**src/srg_regs.svh**
```systemverilog
// constants of the supervisor reset generator: clock, timeouts, idle levels
`ifndef SRG_REGS_SVH
`define SRG_REGS_SVH

// clock rate of the internal timebase
`define SRG_CLK_FREQ_HZ      125000000
`define SRG_MS_PER_S         1000
`define SRG_CYCLES_PER_MS    (`SRG_CLK_FREQ_HZ / `SRG_MS_PER_S)

// timeout options in milliseconds; plain defaults, the variant sets them
`define SRG_SHORT_TIMEOUT_MS 20
`define SRG_LONG_TIMEOUT_MS  140

// timeout counter width
`define SRG_CNT_W            32

// synchroniser width and idle levels, bit order {select, manual, supply}
`define SRG_PIN_W            3
`define SRG_PIN_SUPPLY       0
`define SRG_PIN_MANUAL       1
`define SRG_PIN_SELECT       2
`define SRG_PIN_IDLE         3'h2

// polarity of the reset output and of the select pin
`define SRG_LVL_HIGH         1'h1
`define SRG_LVL_LOW          1'h0

// first count of a timeout and the step of the counter
`define SRG_CNT_START        0
`define SRG_CNT_STEP         1

`endif

```
**src/srg_dummy_end.sv**
```systemverilog
// holds no logic; every module of the block lives in its own file

```
**src/srg_pkg.sv**
```systemverilog
// types of the supervisor reset generator
package srg_pkg;

  // sequencer states
  typedef enum logic [1:0] {
    srg_st_hold   = 2'h0,
    srg_st_timing = 2'h1,
    srg_st_run    = 2'h2
  } srg_state_t;

endpackage

```
**src/srg_reset_generator.sv**
```systemverilog
// supervisor reset generator: reset output with supply and manual timeout
//
// Operation
// RULE1: reset output asserted whenever supply-good indication is false.
// RULE2: supply good and manual released: reset holds one full timeout.
// RULE3: manual request low asserts reset; held while low plus one timeout.
// RULE4: select low picks short timeout option, select high picks long option.
// RULE5: active-high variant drives output high under the same conditions.
// RULE6: without manual input, assertion and timeout depend on supply only.
// RULE7: unconnected manual request counts as inactive high, as if pulled up.
// RULE8: counter restarts on any assertion; reset asserted out of power-up.

`include "srg_regs.svh"

module srg_reset_generator #(
  // variant options
  parameter bit ACTIVE_HIGH    = 1'h0,
  parameter bit HAS_MANUAL     = 1'h1,
  parameter bit HAS_SELECT     = 1'h1,
  parameter bit FIXED_SELECT   = 1'h1,
  // timeout lengths in milliseconds and in clock cycles
  parameter int SHORT_TIMEOUT_MS = `SRG_SHORT_TIMEOUT_MS,
  parameter int LONG_TIMEOUT_MS  = `SRG_LONG_TIMEOUT_MS,
  parameter int SHORT_TIMEOUT_CYCLES =
                  SHORT_TIMEOUT_MS * `SRG_CYCLES_PER_MS,
  parameter int LONG_TIMEOUT_CYCLES  =
                  LONG_TIMEOUT_MS * `SRG_CYCLES_PER_MS,
  parameter int CNT_W          = `SRG_CNT_W
) (
  // clock and reset
  input  wire logic clock,
  input  wire logic rst_b,
  // monitored conditions, asynchronous pins
  input  wire logic supply_good,
  input  wire logic manual_reset_request_b,
  input  wire logic timeout_select,
  // reset toward the system
  output logic      reset_out,
  // status, polarity free
  output logic      reset_asserted,
  output logic      timeout_running
);

  // refuse settings the counter cannot serve
  generate
    if (CNT_W < 2 || CNT_W > 32) begin : g_bad_width
      $error("counter width out of range");
    end
    if (SHORT_TIMEOUT_CYCLES < 1 || LONG_TIMEOUT_CYCLES < 1) begin : g_bad_lo
      $error("timeout must last at least one cycle");
    end
    if (longint'(SHORT_TIMEOUT_CYCLES) > (longint'(1) << CNT_W) - 1 ||
        longint'(LONG_TIMEOUT_CYCLES) > (longint'(1) << CNT_W) - 1)
    begin : g_bad_hi
      $error("timeout does not fit the counter");
    end
  endgenerate

  localparam logic [CNT_W-1:0] SHORT_LAST =
                               CNT_W'(SHORT_TIMEOUT_CYCLES - `SRG_CNT_STEP);
  localparam logic [CNT_W-1:0] LONG_LAST  =
                               CNT_W'(LONG_TIMEOUT_CYCLES - `SRG_CNT_STEP);
  localparam logic [CNT_W-1:0] CNT_START  = CNT_W'(`SRG_CNT_START);
  localparam logic [CNT_W-1:0] CNT_STEP   = CNT_W'(`SRG_CNT_STEP);
  localparam logic             OUT_ON     =
                               ACTIVE_HIGH ? `SRG_LVL_HIGH : `SRG_LVL_LOW;
  localparam logic             OUT_OFF    = ~OUT_ON;

  logic [`SRG_PIN_W-1:0] pin_raw;
  logic [`SRG_PIN_W-1:0] pin_sync;
  logic                  supply_good_s;
  logic                  manual_b_s;
  logic                  select_s;
  logic                  supply_fault;
  logic                  manual_active;
  logic                  cond_active;
  logic                  select_long;
  logic [CNT_W-1:0]      sel_last;
  logic [CNT_W-1:0]      last_q;
  logic [CNT_W-1:0]      last_d;
  logic [CNT_W-1:0]      cnt_q;
  logic [CNT_W-1:0]      cnt_d;
  logic                  cnt_done;
  logic                  asserted_d;
  logic                  running_d;
  logic                  out_d;
  logic                  reset_out_q;
  logic                  reset_asserted_q;
  logic                  timeout_running_q;
  srg_pkg::srg_state_t   state_q;
  srg_pkg::srg_state_t   state_d;

  // pins enter through two flops; idle levels keep reset asserted
  assign pin_raw[`SRG_PIN_SUPPLY] = supply_good;
  assign pin_raw[`SRG_PIN_MANUAL] = manual_reset_request_b;
  assign pin_raw[`SRG_PIN_SELECT] = timeout_select;

  srg_sync #(
    .WIDTH (`SRG_PIN_W),
    .IDLE  (`SRG_PIN_IDLE)
  ) u_pin_sync (
    .clock    (clock),
    .rst_b    (rst_b),
    .pin_in   (pin_raw),
    .pin_sync (pin_sync)
  );

  assign supply_good_s = pin_sync[`SRG_PIN_SUPPLY];
  assign manual_b_s    = pin_sync[`SRG_PIN_MANUAL];
  assign select_s      = pin_sync[`SRG_PIN_SELECT];

  // assertion conditions
  assign supply_fault  = ~supply_good_s; // RULE1
  // a floating request has no level in logic; the pad pull-up lands as high
  assign manual_active = HAS_MANUAL &&
                         (manual_b_s == `SRG_LVL_LOW); // RULE3 RULE7
  // without the manual input only the supply counts
  assign cond_active   = supply_fault | manual_active; // RULE6

  // timeout choice; parts without the pin use a fixed option
  assign select_long = HAS_SELECT ? (select_s == `SRG_LVL_HIGH)
                                  : FIXED_SELECT;
  assign sel_last    = select_long ? LONG_LAST : SHORT_LAST; // RULE4

  // the option is frozen while timing so a select glitch cannot cut it short
  assign last_d = (state_q == srg_pkg::srg_st_timing) ? last_q : sel_last;

  assign cnt_done = (cnt_q == last_q);

  // sequencer: hold while any condition is active, then time out
  always_comb begin
    state_d = state_q;
    cnt_d   = cnt_q;
    case (state_q)
      srg_pkg::srg_st_hold: begin
        cnt_d = CNT_START; // RULE8
        if (!cond_active) begin
          state_d = srg_pkg::srg_st_timing; // RULE2
        end
      end
      srg_pkg::srg_st_timing: begin
        if (cond_active) begin
          state_d = srg_pkg::srg_st_hold; // RULE8
          cnt_d   = CNT_START;
        end else if (cnt_done) begin
          state_d = srg_pkg::srg_st_run; // RULE2 RULE3
          cnt_d   = CNT_START;
        end else begin
          cnt_d = cnt_q + CNT_STEP;
        end
      end
      srg_pkg::srg_st_run: begin
        cnt_d = CNT_START;
        if (cond_active) begin
          state_d = srg_pkg::srg_st_hold; // RULE1 RULE3
        end
      end
      default: begin
        state_d = srg_pkg::srg_st_hold;
        cnt_d   = CNT_START;
      end
    endcase
  end

  // output levels follow the next state so no output lags a cycle
  assign asserted_d = (state_d != srg_pkg::srg_st_run);
  assign running_d  = (state_d == srg_pkg::srg_st_timing);
  assign out_d      = asserted_d ? OUT_ON : OUT_OFF; // RULE5

  // sequencer state; out of reset the system is held in reset
  always_ff @(posedge clock) begin
    if (!rst_b) begin
      state_q <= srg_pkg::srg_st_hold; // RULE8
    end else begin
      state_q <= state_d;
    end
  end

  // timeout counter, cleared whenever a condition is seen
  always_ff @(posedge clock) begin
    if (!rst_b) begin
      cnt_q <= CNT_START;
    end else begin
      cnt_q <= cnt_d;
    end
  end

  // latched option; reloaded in hold, so its reset value never shortens a hold
  always_ff @(posedge clock) begin
    if (!rst_b) begin
      last_q <= LONG_LAST;
    end else begin
      last_q <= last_d;
    end
  end

  // reset pin, asserted level out of reset
  always_ff @(posedge clock) begin
    if (!rst_b) begin
      reset_out_q <= OUT_ON; // RULE8
    end else begin
      reset_out_q <= out_d;
    end
  end

  // polarity free status of the reset
  always_ff @(posedge clock) begin
    if (!rst_b) begin
      reset_asserted_q <= `SRG_LVL_HIGH;
    end else begin
      reset_asserted_q <= asserted_d;
    end
  end

  // timing status; idle until the first timeout starts
  always_ff @(posedge clock) begin
    if (!rst_b) begin
      timeout_running_q <= `SRG_LVL_LOW;
    end else begin
      timeout_running_q <= running_d;
    end
  end

  assign reset_out       = reset_out_q;
  assign reset_asserted  = reset_asserted_q;
  assign timeout_running = timeout_running_q;

endmodule

```
**src/srg_sync.sv**
```systemverilog
// two flip-flop synchroniser for asynchronous pin levels
module srg_sync #(
  parameter int                 WIDTH = 1,
  parameter logic [WIDTH-1:0]   IDLE  = '0
) (
  // clock and reset
  input  wire logic             clock,
  input  wire logic             rst_b,
  // pin levels and synchronised levels
  input  wire logic [WIDTH-1:0] pin_in,
  output logic      [WIDTH-1:0] pin_sync
);

  logic [WIDTH-1:0] meta_q;
  logic [WIDTH-1:0] sync_q;

  // a zero-width synchroniser has nothing to carry
  generate
    if (WIDTH < 1) begin : g_bad_width
      $error("synchroniser width must be at least one");
    end
  endgenerate

  // first stage is read only by the second stage
  always_ff @(posedge clock) begin
    if (!rst_b) begin
      meta_q <= IDLE;
      sync_q <= IDLE;
    end else begin
      meta_q <= pin_in;
      sync_q <= meta_q;
    end
  end

  assign pin_sync = sync_q;

endmodule

```
**config.mk**
```make
export PLATFORM = sky130hd
export DESIGN_NAME = srg_reset_generator
export DESIGN_NICKNAME = d
export VERILOG_FILES = /design/src/srg_dummy_end.sv /design/src/srg_pkg.sv /design/src/srg_reset_generator.sv /design/src/srg_sync.sv
export VERILOG_INCLUDE_DIRS = /design/src
export SDC_FILE = /design/constraint.sdc
export NUM_CORES = 1
export LEC_CHECK = 0
export BUFFER_PORTS_ARGS = -buffer_cell sky130_fd_sc_hd__buf_2
export CORE_MARGIN = 3
export CORE_UTILIZATION = 55
export DETAILED_ROUTE_END_ITERATION = 6
export PLACE_DENSITY_LB_ADDON = 0.12
export SLEW_MARGIN = 10
export SYNTH_ARGS = -nofsm -noshare
export SYNTH_HDL_FRONTEND = slang
export SYNTH_HIERARCHICAL = 1
export SYNTH_SLANG_ARGS = --single-unit
```
**constraint.sdc**
```tcl
create_clock -name clock -period 1.8 [get_ports clock]
set_input_delay 0.09 -clock clock [delete_from_list [all_inputs] [get_ports clock]]
set_output_delay 0.09 -clock clock [all_outputs]
set_load 0.02 [all_outputs]
```
==> results of run 1 <==
[metal layers]
layer  GRT usage [%]  share of wire (%)  vias up
met1            32.4                 42     1021
met2            41.1                 49       80
met3            4.54                5.3       27
met5               0                  0        -
li1                -                  -     1049
met4            11.7                3.8        0
[sequential cells by signal, summed over array words and instances (netlist names)]
signal	count
cnt_q	32
u_pin_sync/meta_q	3
state_q	2
u_pin_sync/pin_sync	3
last_q	2
reset_asserted	1
reset_out	1
timeout_running	1
[worst paths after layout]
kind,end,cells past startpoint
worst min-delay path,u_pin_sync/meta_q[1],2
worst max-delay path,cnt_q[19],7
worst min register to register,u_pin_sync/pin_sync[1],1
worst max register to register,cnt_q[19],7
[worst max-delay path, stage by stage, from the launching register on]
cell	delay, ps
dfxtp_1	340
buf_4	160
nor4_4	300
o21ai_2	100
nor4_4	360
buf_6	200
clkbuf_16	160
a211oi_2	30
[layout make-up]
class | instances | area, sq um | share of cell area, %
clock buffer | 5 | 68.8 | 2.35
tap | 48 | 60.1 | 2.05
timing repair buffer | 59 | 485 | 16.6
sequential | 45 | 931 | 31.8
multi-input combinational | 181 | 1350 | 46.0
inverter | 3 | 11.3 | 0.384
clock inverter | 3 | 25.0 | 0.854
[cells by family after synthesis]
kind of cell	share of synthesized area, %
flops	41.5
xor+xnor	5.24
compound gates	15.1
buf+inv	3.46
simple gates	33.7
fa+ha+maj	0.576
mux	0.461
[metrics by stage]
step / cell area, sq um / hold slack [ps] / TNS, ps / util (%) / setup slack (ps)
after floorplan: 2170 / 163 / -10.2 / - / -5.08
after global placement: 2510 / 269 / 0 / 67.0 / 16.4
after detailed placement: 2510 / 276 / -994 / 67.0 / -62.6
after CTS: 2690 / 14.9 / 0 / 71.8 / 8.33
after global routing: 2930 / 35.4 / -738 / 78.2 / -94.5
final: 2930 / 16.1 / 0 / 78.2 / 3.81
[synthesized netlist by cell type, types with 3 or more instances]
| cell type | instances |
|---|---|
| nand2_1 | 15 |
| inv_1 | 3 |
| nand4_1 | 15 |
| a211oi_1 | 15 |
| nand2b_1 | 3 |
| and4_1 | 7 |
| buf_2 | 9 |
| xnor2_1 | 7 |
| o31ai_1 | 9 |
| or4_1 | 10 |
| or3_1 | 8 |
| nor3b_1 | 3 |
| nor2_1 | 7 |
| o211a_1 | 3 |
| clkbuf_1 | 5 |
| nand3_1 | 10 |
| and2_1 | 7 |
| nor4_1 | 11 |
| o21ai_0 | 8 |
| nor3_1 | 14 |
| dfxtp_1 | 45 |
| a21oi_1 | 3 |
| xor2_1 | 6 |
| nor4b_1 | 3 |
[power by group]
part | total [mW] | switching (mW) | internal (mW)
clock | 0.662 | 0.381 | 0.280
sequential | 1.01 | 0.00723 | 0.999
combinational | 0.0456 | 0.0198 | 0.0258
[what timing repair did]
| item | in CTS | in global routing |
|---|---|---|
| hold buffers | 3 | 0 |
| pin swaps | 2 | 13 |
| cloned | 1 | 3 |
| endpoints found under the setup margin | 30 | 31 |
| hold endpoints to repair | 3 | 0 |
| gates resized for setup | 10 | 43 |
| buffers inserted | 2 | 4 |
==> run_results.csv, run 1 <==
group,metric,value,unit
finish,nNetsFinal,301,
route,drt_iter0_drc,150,
route,routed_via_density,6.33,
run,cap_violations,0,
sta,fmax,0.557,GHz
route,drc,0,
floorplanning,core,0.00374,sq mm
route,totalWireLength,6240,microns
clock_tree,cts_inserted_buffers,5,
place,hpwl,3680,microns
global_route,antenna_found_initial,0,
min_path,hp-start,"rst_b",
sta,final_hold_viol_count,0,
place,place_congestion,0.927,
floorplanning,die_w,68.8,microns
clock_tree,clk_latency,310,ps
sta,fin_crit_sh,99.8,%
sta,skew,12.2,ps
floorplanning,start_util,58.0,%
finish,final_layout_size_suffix_gt1_share,36.1,%
sta,period_needed,1800,ps
place,dp_cells,324,
setup_path,critPathKind,"reg -> reg",
setup_path,worstSetupStartpoint,"cnt_q[13]",
global_route,grt_usage,25.3,%
logic_synthesis,yosys.area.top_type,"dfxtp_1",
setup_path,rrSetupSlack,4,ps
logic_synthesis,synth_ff_type,"dfxtp_1",
route,first_pass_iters,4,
finish,layout_common_cells,"buf_4 (43), dfxtp_1 (29), nand2_1 (15), nand4_1 (15), a211oi_1 (13)",
setup_path,start_kind,"flop",
finish,fillers,256,
logic_synthesis,synth_cells,243,
global_route,grt_pass1_vias,1877,
logic_synthesis,synth_area_per_cell,8.93,sq um
clock_tree,clk_pin_slew,90,ps
logic_synthesis,synth_cell_types,39,
global_route,grt_pass1_wl,8740,microns
finish,n_antenna_cell,0,
setup_path,critPathRequiredTime,1970,ps
logic_synthesis,syn_area,0.00217,sq mm
min_path,hp-class,"in -> reg",
floorplanning,rows,22,
outcome,status,"completed",
floorplanning,die_height,68.8,microns
logic_synthesis,seq_area_frac_synth,41.5,%
logic_synthesis,synth_seq_cells,45,
clock_tree,clock_tree.buffer_depth,2,
sta,tightest_slew,710,ps
power,power,1.71,mW
logic_synthesis,syn_nets,249,
setup_path,cp.arrival,1970,ps
sta,slew_violations,0,
logic_synthesis,synthArstFlopShare,0,%
sta,setup_viol,0,
global_route,grt_overflow,0,
place,place.port_buffers,7,
global_route,grt_max_degree,32,
floorplanning,die_area,0.00474,sq mm
route,vias,2177,
clock_tree,ctsRootBufferMaster,"clkbuf_8",
logic_synthesis,synth_area_leaders,"dfxtp_1 (41%), a211oi_1 (5.2%), nand4_1 (4.3%)",
logic_synthesis,yosysWarnings,6,
power,p_leak,1.01,nW
setup_path,r2r-start,"cnt_q[13]",
setup_path,critical_path.max_fanout,5,
power,p_per_area,585,mW/mm^2
clock_tree,clkSinkCount,45,
finish,synthToLayoutAreaGrowth,34.9,%
finish,final_common_cell,"buf_4",
setup_path,end_kind,"flop",
sta,grt_setup_unrepaired,"true",
clock_tree,cts_tree,"built",
sta,max-slew-margin-rel,52.7,%
floorplanning,io-pin-count,8,
logic_synthesis,synth-edff-count,0,
finish,stdcell_count,344,
power,vdd_drop_max,562,uV
clock_tree,cts_max_level,2,
route,wl_per_cell,18.1,microns
logic_synthesis,synth_top_area_share,41.5,%
route,final_antenna_net_count,0,
Power figures use the tool's default switching activity.
==> inputs of run 2 (changes only) <==
--- a/config.mk
+++ b/config.mk
@@ -6,7 +6,7 @@
 export SDC_FILE = /design/constraint.sdc
 export NUM_CORES = 1
 export LEC_CHECK = 0
-export BUFFER_PORTS_ARGS = -buffer_cell sky130_fd_sc_hd__buf_2
+export BUFFER_PORTS_ARGS = -buffer_cell sky130_fd_sc_hd__clkbuf_2
 export CORE_MARGIN = 3
 export CORE_UTILIZATION = 55
 export DETAILED_ROUTE_END_ITERATION = 6
==> run 2 against run 1 <==
  * Worst hold slack gained 23 ps
  * Combinational power shrank 2%
  * Global-route usage grew 0.81 points
  * Critical endpoint is now cnt_q[20]
  * Cell count grew 0.58%
  * Fmax grew 1.5%
  * Highest routed layer unchanged
  * Sequential share of layout area grew 0.43 points
  * Flip-flop and latch count is the same
==> run_results.csv, run 2 (synthesis results as in run 1) <==
group,metric,value,unit
place,hpwl,3950,microns
route,vias,2175,
setup_path,cp.arrival,1950,ps
global_route,grt_max_degree,17,
sta,tightest_slew,446,ps
clock_tree,clock_tree.buffer_depth,2,
sta,final_hold_viol_count,0,
place,place_congestion,0.875,
global_route,antenna_found_initial,0,
run,cap_violations,0,
route,final_antenna_net_count,0,
clock_tree,cts_inserted_buffers,5,
power,p_per_area,602,mW/mm^2
setup_path,critical-path-top-delay-family,"simple AND/OR/NAND/NOR gates",
global_route,grt_usage,26.1,%
route,drt_iter0_drc,240,
route,wl_per_cell,16.6,microns
clock_tree,cts_max_level,2,
floorplanning,die_height,68.8,microns
sta,fmax,0.565,GHz
setup_path,critPathKind,"reg -> reg",
clock_tree,cts_tree,"built",
sta,period_needed,1770,ps
place,place_ws,-10.7,ps
global_route,grt_overflow,0,
setup_path,slowest_delay,510,ps
setup_path,start_kind,"flop",
finish,synthToLayoutAreaGrowth,30.3,%
route,first_pass_iters,5,
finish,final_layout_size_suffix_gt1_share,31.5,%
sta,max-slew-margin-rel,70.0,%
clock_tree,clkSinkCount,45,
floorplanning,rows,22,
floorplanning,io-pin-count,8,
power,p_leak,0.987,nW
finish,final_common_cell,"buf_4",
floorplanning,die_area,0.00474,sq mm
clock_tree,clk_pin_slew,90,ps
clock_tree,ctsRootBufferMaster,"clkbuf_8",
setup_path,critical_path.max_fanout,8,
setup_path,critPathRequiredTime,1980,ps
place,place.port_buffers,7,
finish,final_area,0.00283,sq mm
floorplanning,core,0.00374,sq mm
route,drc,0,
floorplanning,die_w,68.8,microns
sta,skew,5.69,ps
setup_path,end_kind,"flop",
finish,largest_register_ffs,32,
power,vdd_drop_max,548,uV
sta,setup_viol,0,
setup_path,cp_cell_sequence,"nor4b_2, nand4_1, nor4_4, buf_6, a211oi_1",
global_route,grt_pass1_vias,1984,
setup_path,worstPathBufferInverterCount,1,
floorplanning,start_util,58.0,%
setup_path,slowest_stage,"nor4_4",
finish,top_register,"cnt_q",
clock_tree,clk_latency,310,ps
global_route,grt_pass1_wl,9220,microns
place,dpl-instance-area,0.00257,sq mm
sta,setup_ws,30.0,ps
finish,n_antenna_cell,0,
route,totalWireLength,5730,microns
min_path,hp-class,"in -> reg",
route,routed_via_density,6.29,
finish,nNetsFinal,303,
sta,fin_crit_sh,98.3,%
outcome,status,"completed",
sta,slew_violations,0,
finish,layout_common_cells,"buf_4 (46), dfxtp_1 (37), nand2_1 (15), nand4_1 (15), a211oi_1 (15)",
run 2: area by class of cell:
class / count / area [sq um]
clock buffers: 5 / 68.8
clock inverters: 3 / 25.0
fillers: 269 / 916
inverters: 3 / 11.3
multi-input cells: 181 / 1280
flip-flops and latches: 45 / 911
well taps: 48 / 60.1
repair buffers: 61 / 475
run 2: metal layers:
metal,vias to the layer above,GRT usage (%),wire length [microns]
li1,1047,-,-
met1,1030,34.0,2580
met2,82,42.0,2720
met3,16,5.67,294
met4,0,10.2,136
met5,-,0,0
run 2: power by group:
part / internal (mW) / switching [mW]
Clock: 0.280 / 0.366
Combinational: 0.0243 / 0.0202
Sequential: 1.01 / 0.00621
run 2: worst paths after layout:
path | to | startpoint | slack, ps | cells past startpoint
min reg2reg | u_pin_sync/pin_sync[1] | u_pin_sync/meta_q[1] | 410 | 1
max reg2reg | cnt_q[20] | cnt_q[17] | 30 | 5
max | cnt_q[20] | cnt_q[17] | 30 | 5
min | u_pin_sync/pin_sync[1] | rst_b | 40 | 2
run 2: what timing repair did:
action	in CTS	in global routing
setup buffers	0	2
hold buffers	3	0
setup endpoints to repair	2	35
pin swaps	0	6
endpoints found under the hold margin	3	0
gates cloned	0	2
gates resized for setup	1	31
run 2: stage by stage:
stage / utilization (%) / std cells / hold slack [ps] / power, mW / setup TNS (ps)
after global routing: 75.5 / 346 / 52.8 / 1.76 / -445
final: 75.5 / 346 / 39.4 / 1.70 / 0
after global placement: 68.8 / 331 / 269 / 1.07 / 0
after CTS: 72.2 / 342 / 28.8 / 1.71 / 0
after floorplan: - / 243 / 163 / 1.05 / -10.2
after detailed placement: 68.8 / 331 / 278 / 1.07 / -17.2
run 2: worst register-to-register path, cell delays in order (launching register included):
cell and delay (ps):
dfxtp_2 420, nor4b_2 250, nand4_1 200, nor4_4 510, buf_6 210, a211oi_1 50
==> inputs of run 3 (changes only) <==
--- a/config.mk
+++ b/config.mk
@@ -8,7 +8,7 @@
 export LEC_CHECK = 0
 export BUFFER_PORTS_ARGS = -buffer_cell sky130_fd_sc_hd__clkbuf_2
 export CORE_MARGIN = 3
-export CORE_UTILIZATION = 55
+export CORE_UTILIZATION = 46
 export DETAILED_ROUTE_END_ITERATION = 6
 export PLACE_DENSITY_LB_ADDON = 0.12
 export SLEW_MARGIN = 10
==> run 3 against run 2 <==
  * The flow now finishes with violations (setup timing)
  * Setup slack worse by 110 ps
  * Flip-flop and latch count stayed put
  * Critical path depth is 1 higher
  * Core utilization is 7.7 points lower
  * Sequential power hardly changed
  * Design area is 6.6% higher
  * First-iteration DRC count is 19% lower
  * Combinational power is 6.1% lower
  * Register-to-register slack worse by 110 ps
  * Wire length is 6.4% higher
  * Clock power is 24% higher
  * Critical path type unchanged
  * Highest routed layer unchanged
==> run_results.csv, run 3 (synthesis results as in run 1) <==
group,metric,value,unit
power,vdd_drop_max,622,uV
clock_tree,cts_max_level,2,
setup_path,cp_cell_sequence,"nor4_2, nand4_1, nor4_4, buf_4, buf_8, a211oi_2",
setup_path,r2r_end,"cnt_q[15]",
place,dpl-instance-area,0.00262,sq mm
clock_tree,clk_pin_slew,80,ps
setup_path,reg2regPathDepth,6,
power,p_per_area,615,mW/mm^2
route,drc,0,
setup_path,end_kind,"flop",
finish,final_util,67.8,%
place,place_congestion,0.866,
setup_path,r2r-start,"cnt_q[22]",
setup_path,critPathKind,"reg -> reg",
place,place_ws,4.60,ps
power,power,1.86,mW
route,first_pass_iters,4,
sta,setup_ws,-79.9,ps
route,vias,2181,
global_route,grt_pass1_wl,9570,microns
floorplanning,rows,24,
power,p_sw,0.375,mW
clock_tree,ctsRootBufferMaster,"clkbuf_8",
global_route,grt_usage,22.3,%
global_route,grt_pass1_vias,2020,
clock_tree,clk_latency,300,ps
run,cap_violations,0,
route,totalWireLength,6100,microns
floorplanning,die_height,74.7,microns
finish,final_common_cell,"buf_4",
setup_path,endpoint,"cnt_q[15]",
power,swShare,20.2,%
finish,layout_common_cells,"buf_4 (54), dfxtp_1 (35), nand4_1 (15), nand2_1 (14), nor3_1 (13)",
global_route,grt_overflow,0,
finish,n_antenna_cell,0,
route,routed_via_density,6.08,
setup_path,critical-path-top-delay-family,"simple AND/OR/NAND/NOR gates",
place,place.port_buffers,7,
route,drt_iter0_drc,194,
setup_path,cp.arrival,2060,ps
global_route,antenna_found_initial,0,
power,p_int,1.48,mW
setup_path,worstSetupStartpoint,"cnt_q[22]",
sta,tightest_slew,435,ps
sta,fin_crit_sh,104,%
sta,max-slew-margin-rel,71.0,%
setup_path,rrSetupSlack,-80,ps
setup_path,critical_path.max_fanout,8,
setup_path,crit_cells,6,
floorplanning,die_area,0.00558,sq mm
sta,skew,4.14,ps
sta,fmax,0.532,GHz
clock_tree,cts_inserted_buffers,5,
clock_tree,clock_tree.buffer_depth,2,
floorplanning,die_w,74.7,microns
sta,final_hold_viol_count,0,
sta,grt_setup_unrepaired,"true",
floorplanning,core,0.00444,sq mm
finish,final_layout_size_suffix_gt1_share,37.8,%
place,dp_cells,341,
finish,largest_register_ffs,32,
outcome,status,"complete, but fails checks",
power,p_comb_share,2.3,%
setup_path,slowest_delay,430,ps
finish,top_register,"cnt_q",
outcome,violations,"setup timing",
sta,slew_violations,0,
floorplanning,io-pin-count,8,
clock_tree,clkSinkCount,45,
power,clkPwrFrac,43.2,%
finish,final_area,0.00302,sq mm
setup_path,slowest_stage,"nor4_4",
setup_path,worstPathBufferInverterCount,2,
finish,synthToLayoutAreaGrowth,38.9,%
power,p_leak,1.06,nW
global_route,grt_max_degree,17,
min_path,hp-class,"in -> reg",
route,wl_per_cell,17.0,microns
setup_path,start_kind,"flop",
floorplanning,start_util,48.8,%
sta,period_needed,1880,ps
finish,nNetsFinal,312,
sta,setup_viol,17,
route,final_antenna_net_count,0,
setup_path,critPathRequiredTime,1980,ps
power,power_frac_seq,54.6,%
finish,stdcell_count,359,
clock_tree,cts_tree,"built",
place,hpwl,4070,microns
run 3: area by class of cell:
type	instances	area, sq um
Clock inverter	2	37.5
Fill cell	344	1430
Clock buffer	6	82.6
Timing Repair Buffer	70	548
Inverter	3	11.3
Sequential cell	45	913
Tap cell	52	65.1
Multi-Input combinational cell	181	1360
run 3: worst min-delay path by stage:
| stage | from | end | slack [ps] | depth (start not counted) |
|---|---|---|---|---|
| finish | rst_b | u_pin_sync/pin_sync[1] | 50 | 2 |
| floorplan | rst_b | u_pin_sync/meta_q[1] | 160 | 1 |
| CTS | rst_b | u_pin_sync/pin_sync[1] | 40 | 2 |
| global route | rst_b | u_pin_sync/meta_q[1] | 70 | 2 |
| global placement | manual_reset_request_b | u_pin_sync/meta_q[1] | 280 | 2 |
| detailed placement | manual_reset_request_b | u_pin_sync/meta_q[1] | 280 | 2 |
run 3: stage by stage:
stage	hold slack (ps)	TNS, ps
5_1_grt	66.1	-2340
2_1_floorplan	163	-10.2
4_1_cts	41.1	0
3_5_place_dp	284	0
3_3_place_gp	276	0
6_report	48.5	-936
run 3: layer usage:
layer / wire, microns / vias to the layer above / global-route usage, %
met4: 24 / 0 / 4.35
met1: 2820 / 1048 / 31.4
met3: 397 / 4 / 6.54
met5: 0 / - / 0
met2: 2850 / 61 / 34.3
li1: - / 1068 / -
run 3: worst reg2reg max path: stages, from the launching register on:
cell	delay, ps
dfxtp_1	380
nor4_2	340
nand4_1	200
nor4_4	430
buf_4	210
buf_8	150
a211oi_2	60
run 3: power by group through the flow:
| stage | registers [mW] | clock network (mW) | logic, mW |
|---|---|---|---|
| 2_1_floorplan | 1.03 | 0 | 0.0178 |
| 3_3_place_gp | 1.03 | 0 | 0.0295 |
| 3_5_place_dp | 1.04 | 0 | 0.0304 |
| 4_1_cts | 1.01 | 0.824 | 0.0356 |
| 5_1_grt | 1.01 | 0.866 | 0.0454 |
| 6_report | 1.01 | 0.801 | 0.0418 |
run 3: timing repair:
item | in CTS | in global routing
hold endpoints to repair | 3 | 0
cloned | 0 | 2
buffers inserted | 1 | 4
endpoints found under the setup margin | 3 | 34
resized for setup | 1 | 49
hold buffers | 3 | 0
pin swaps | 1 | 14
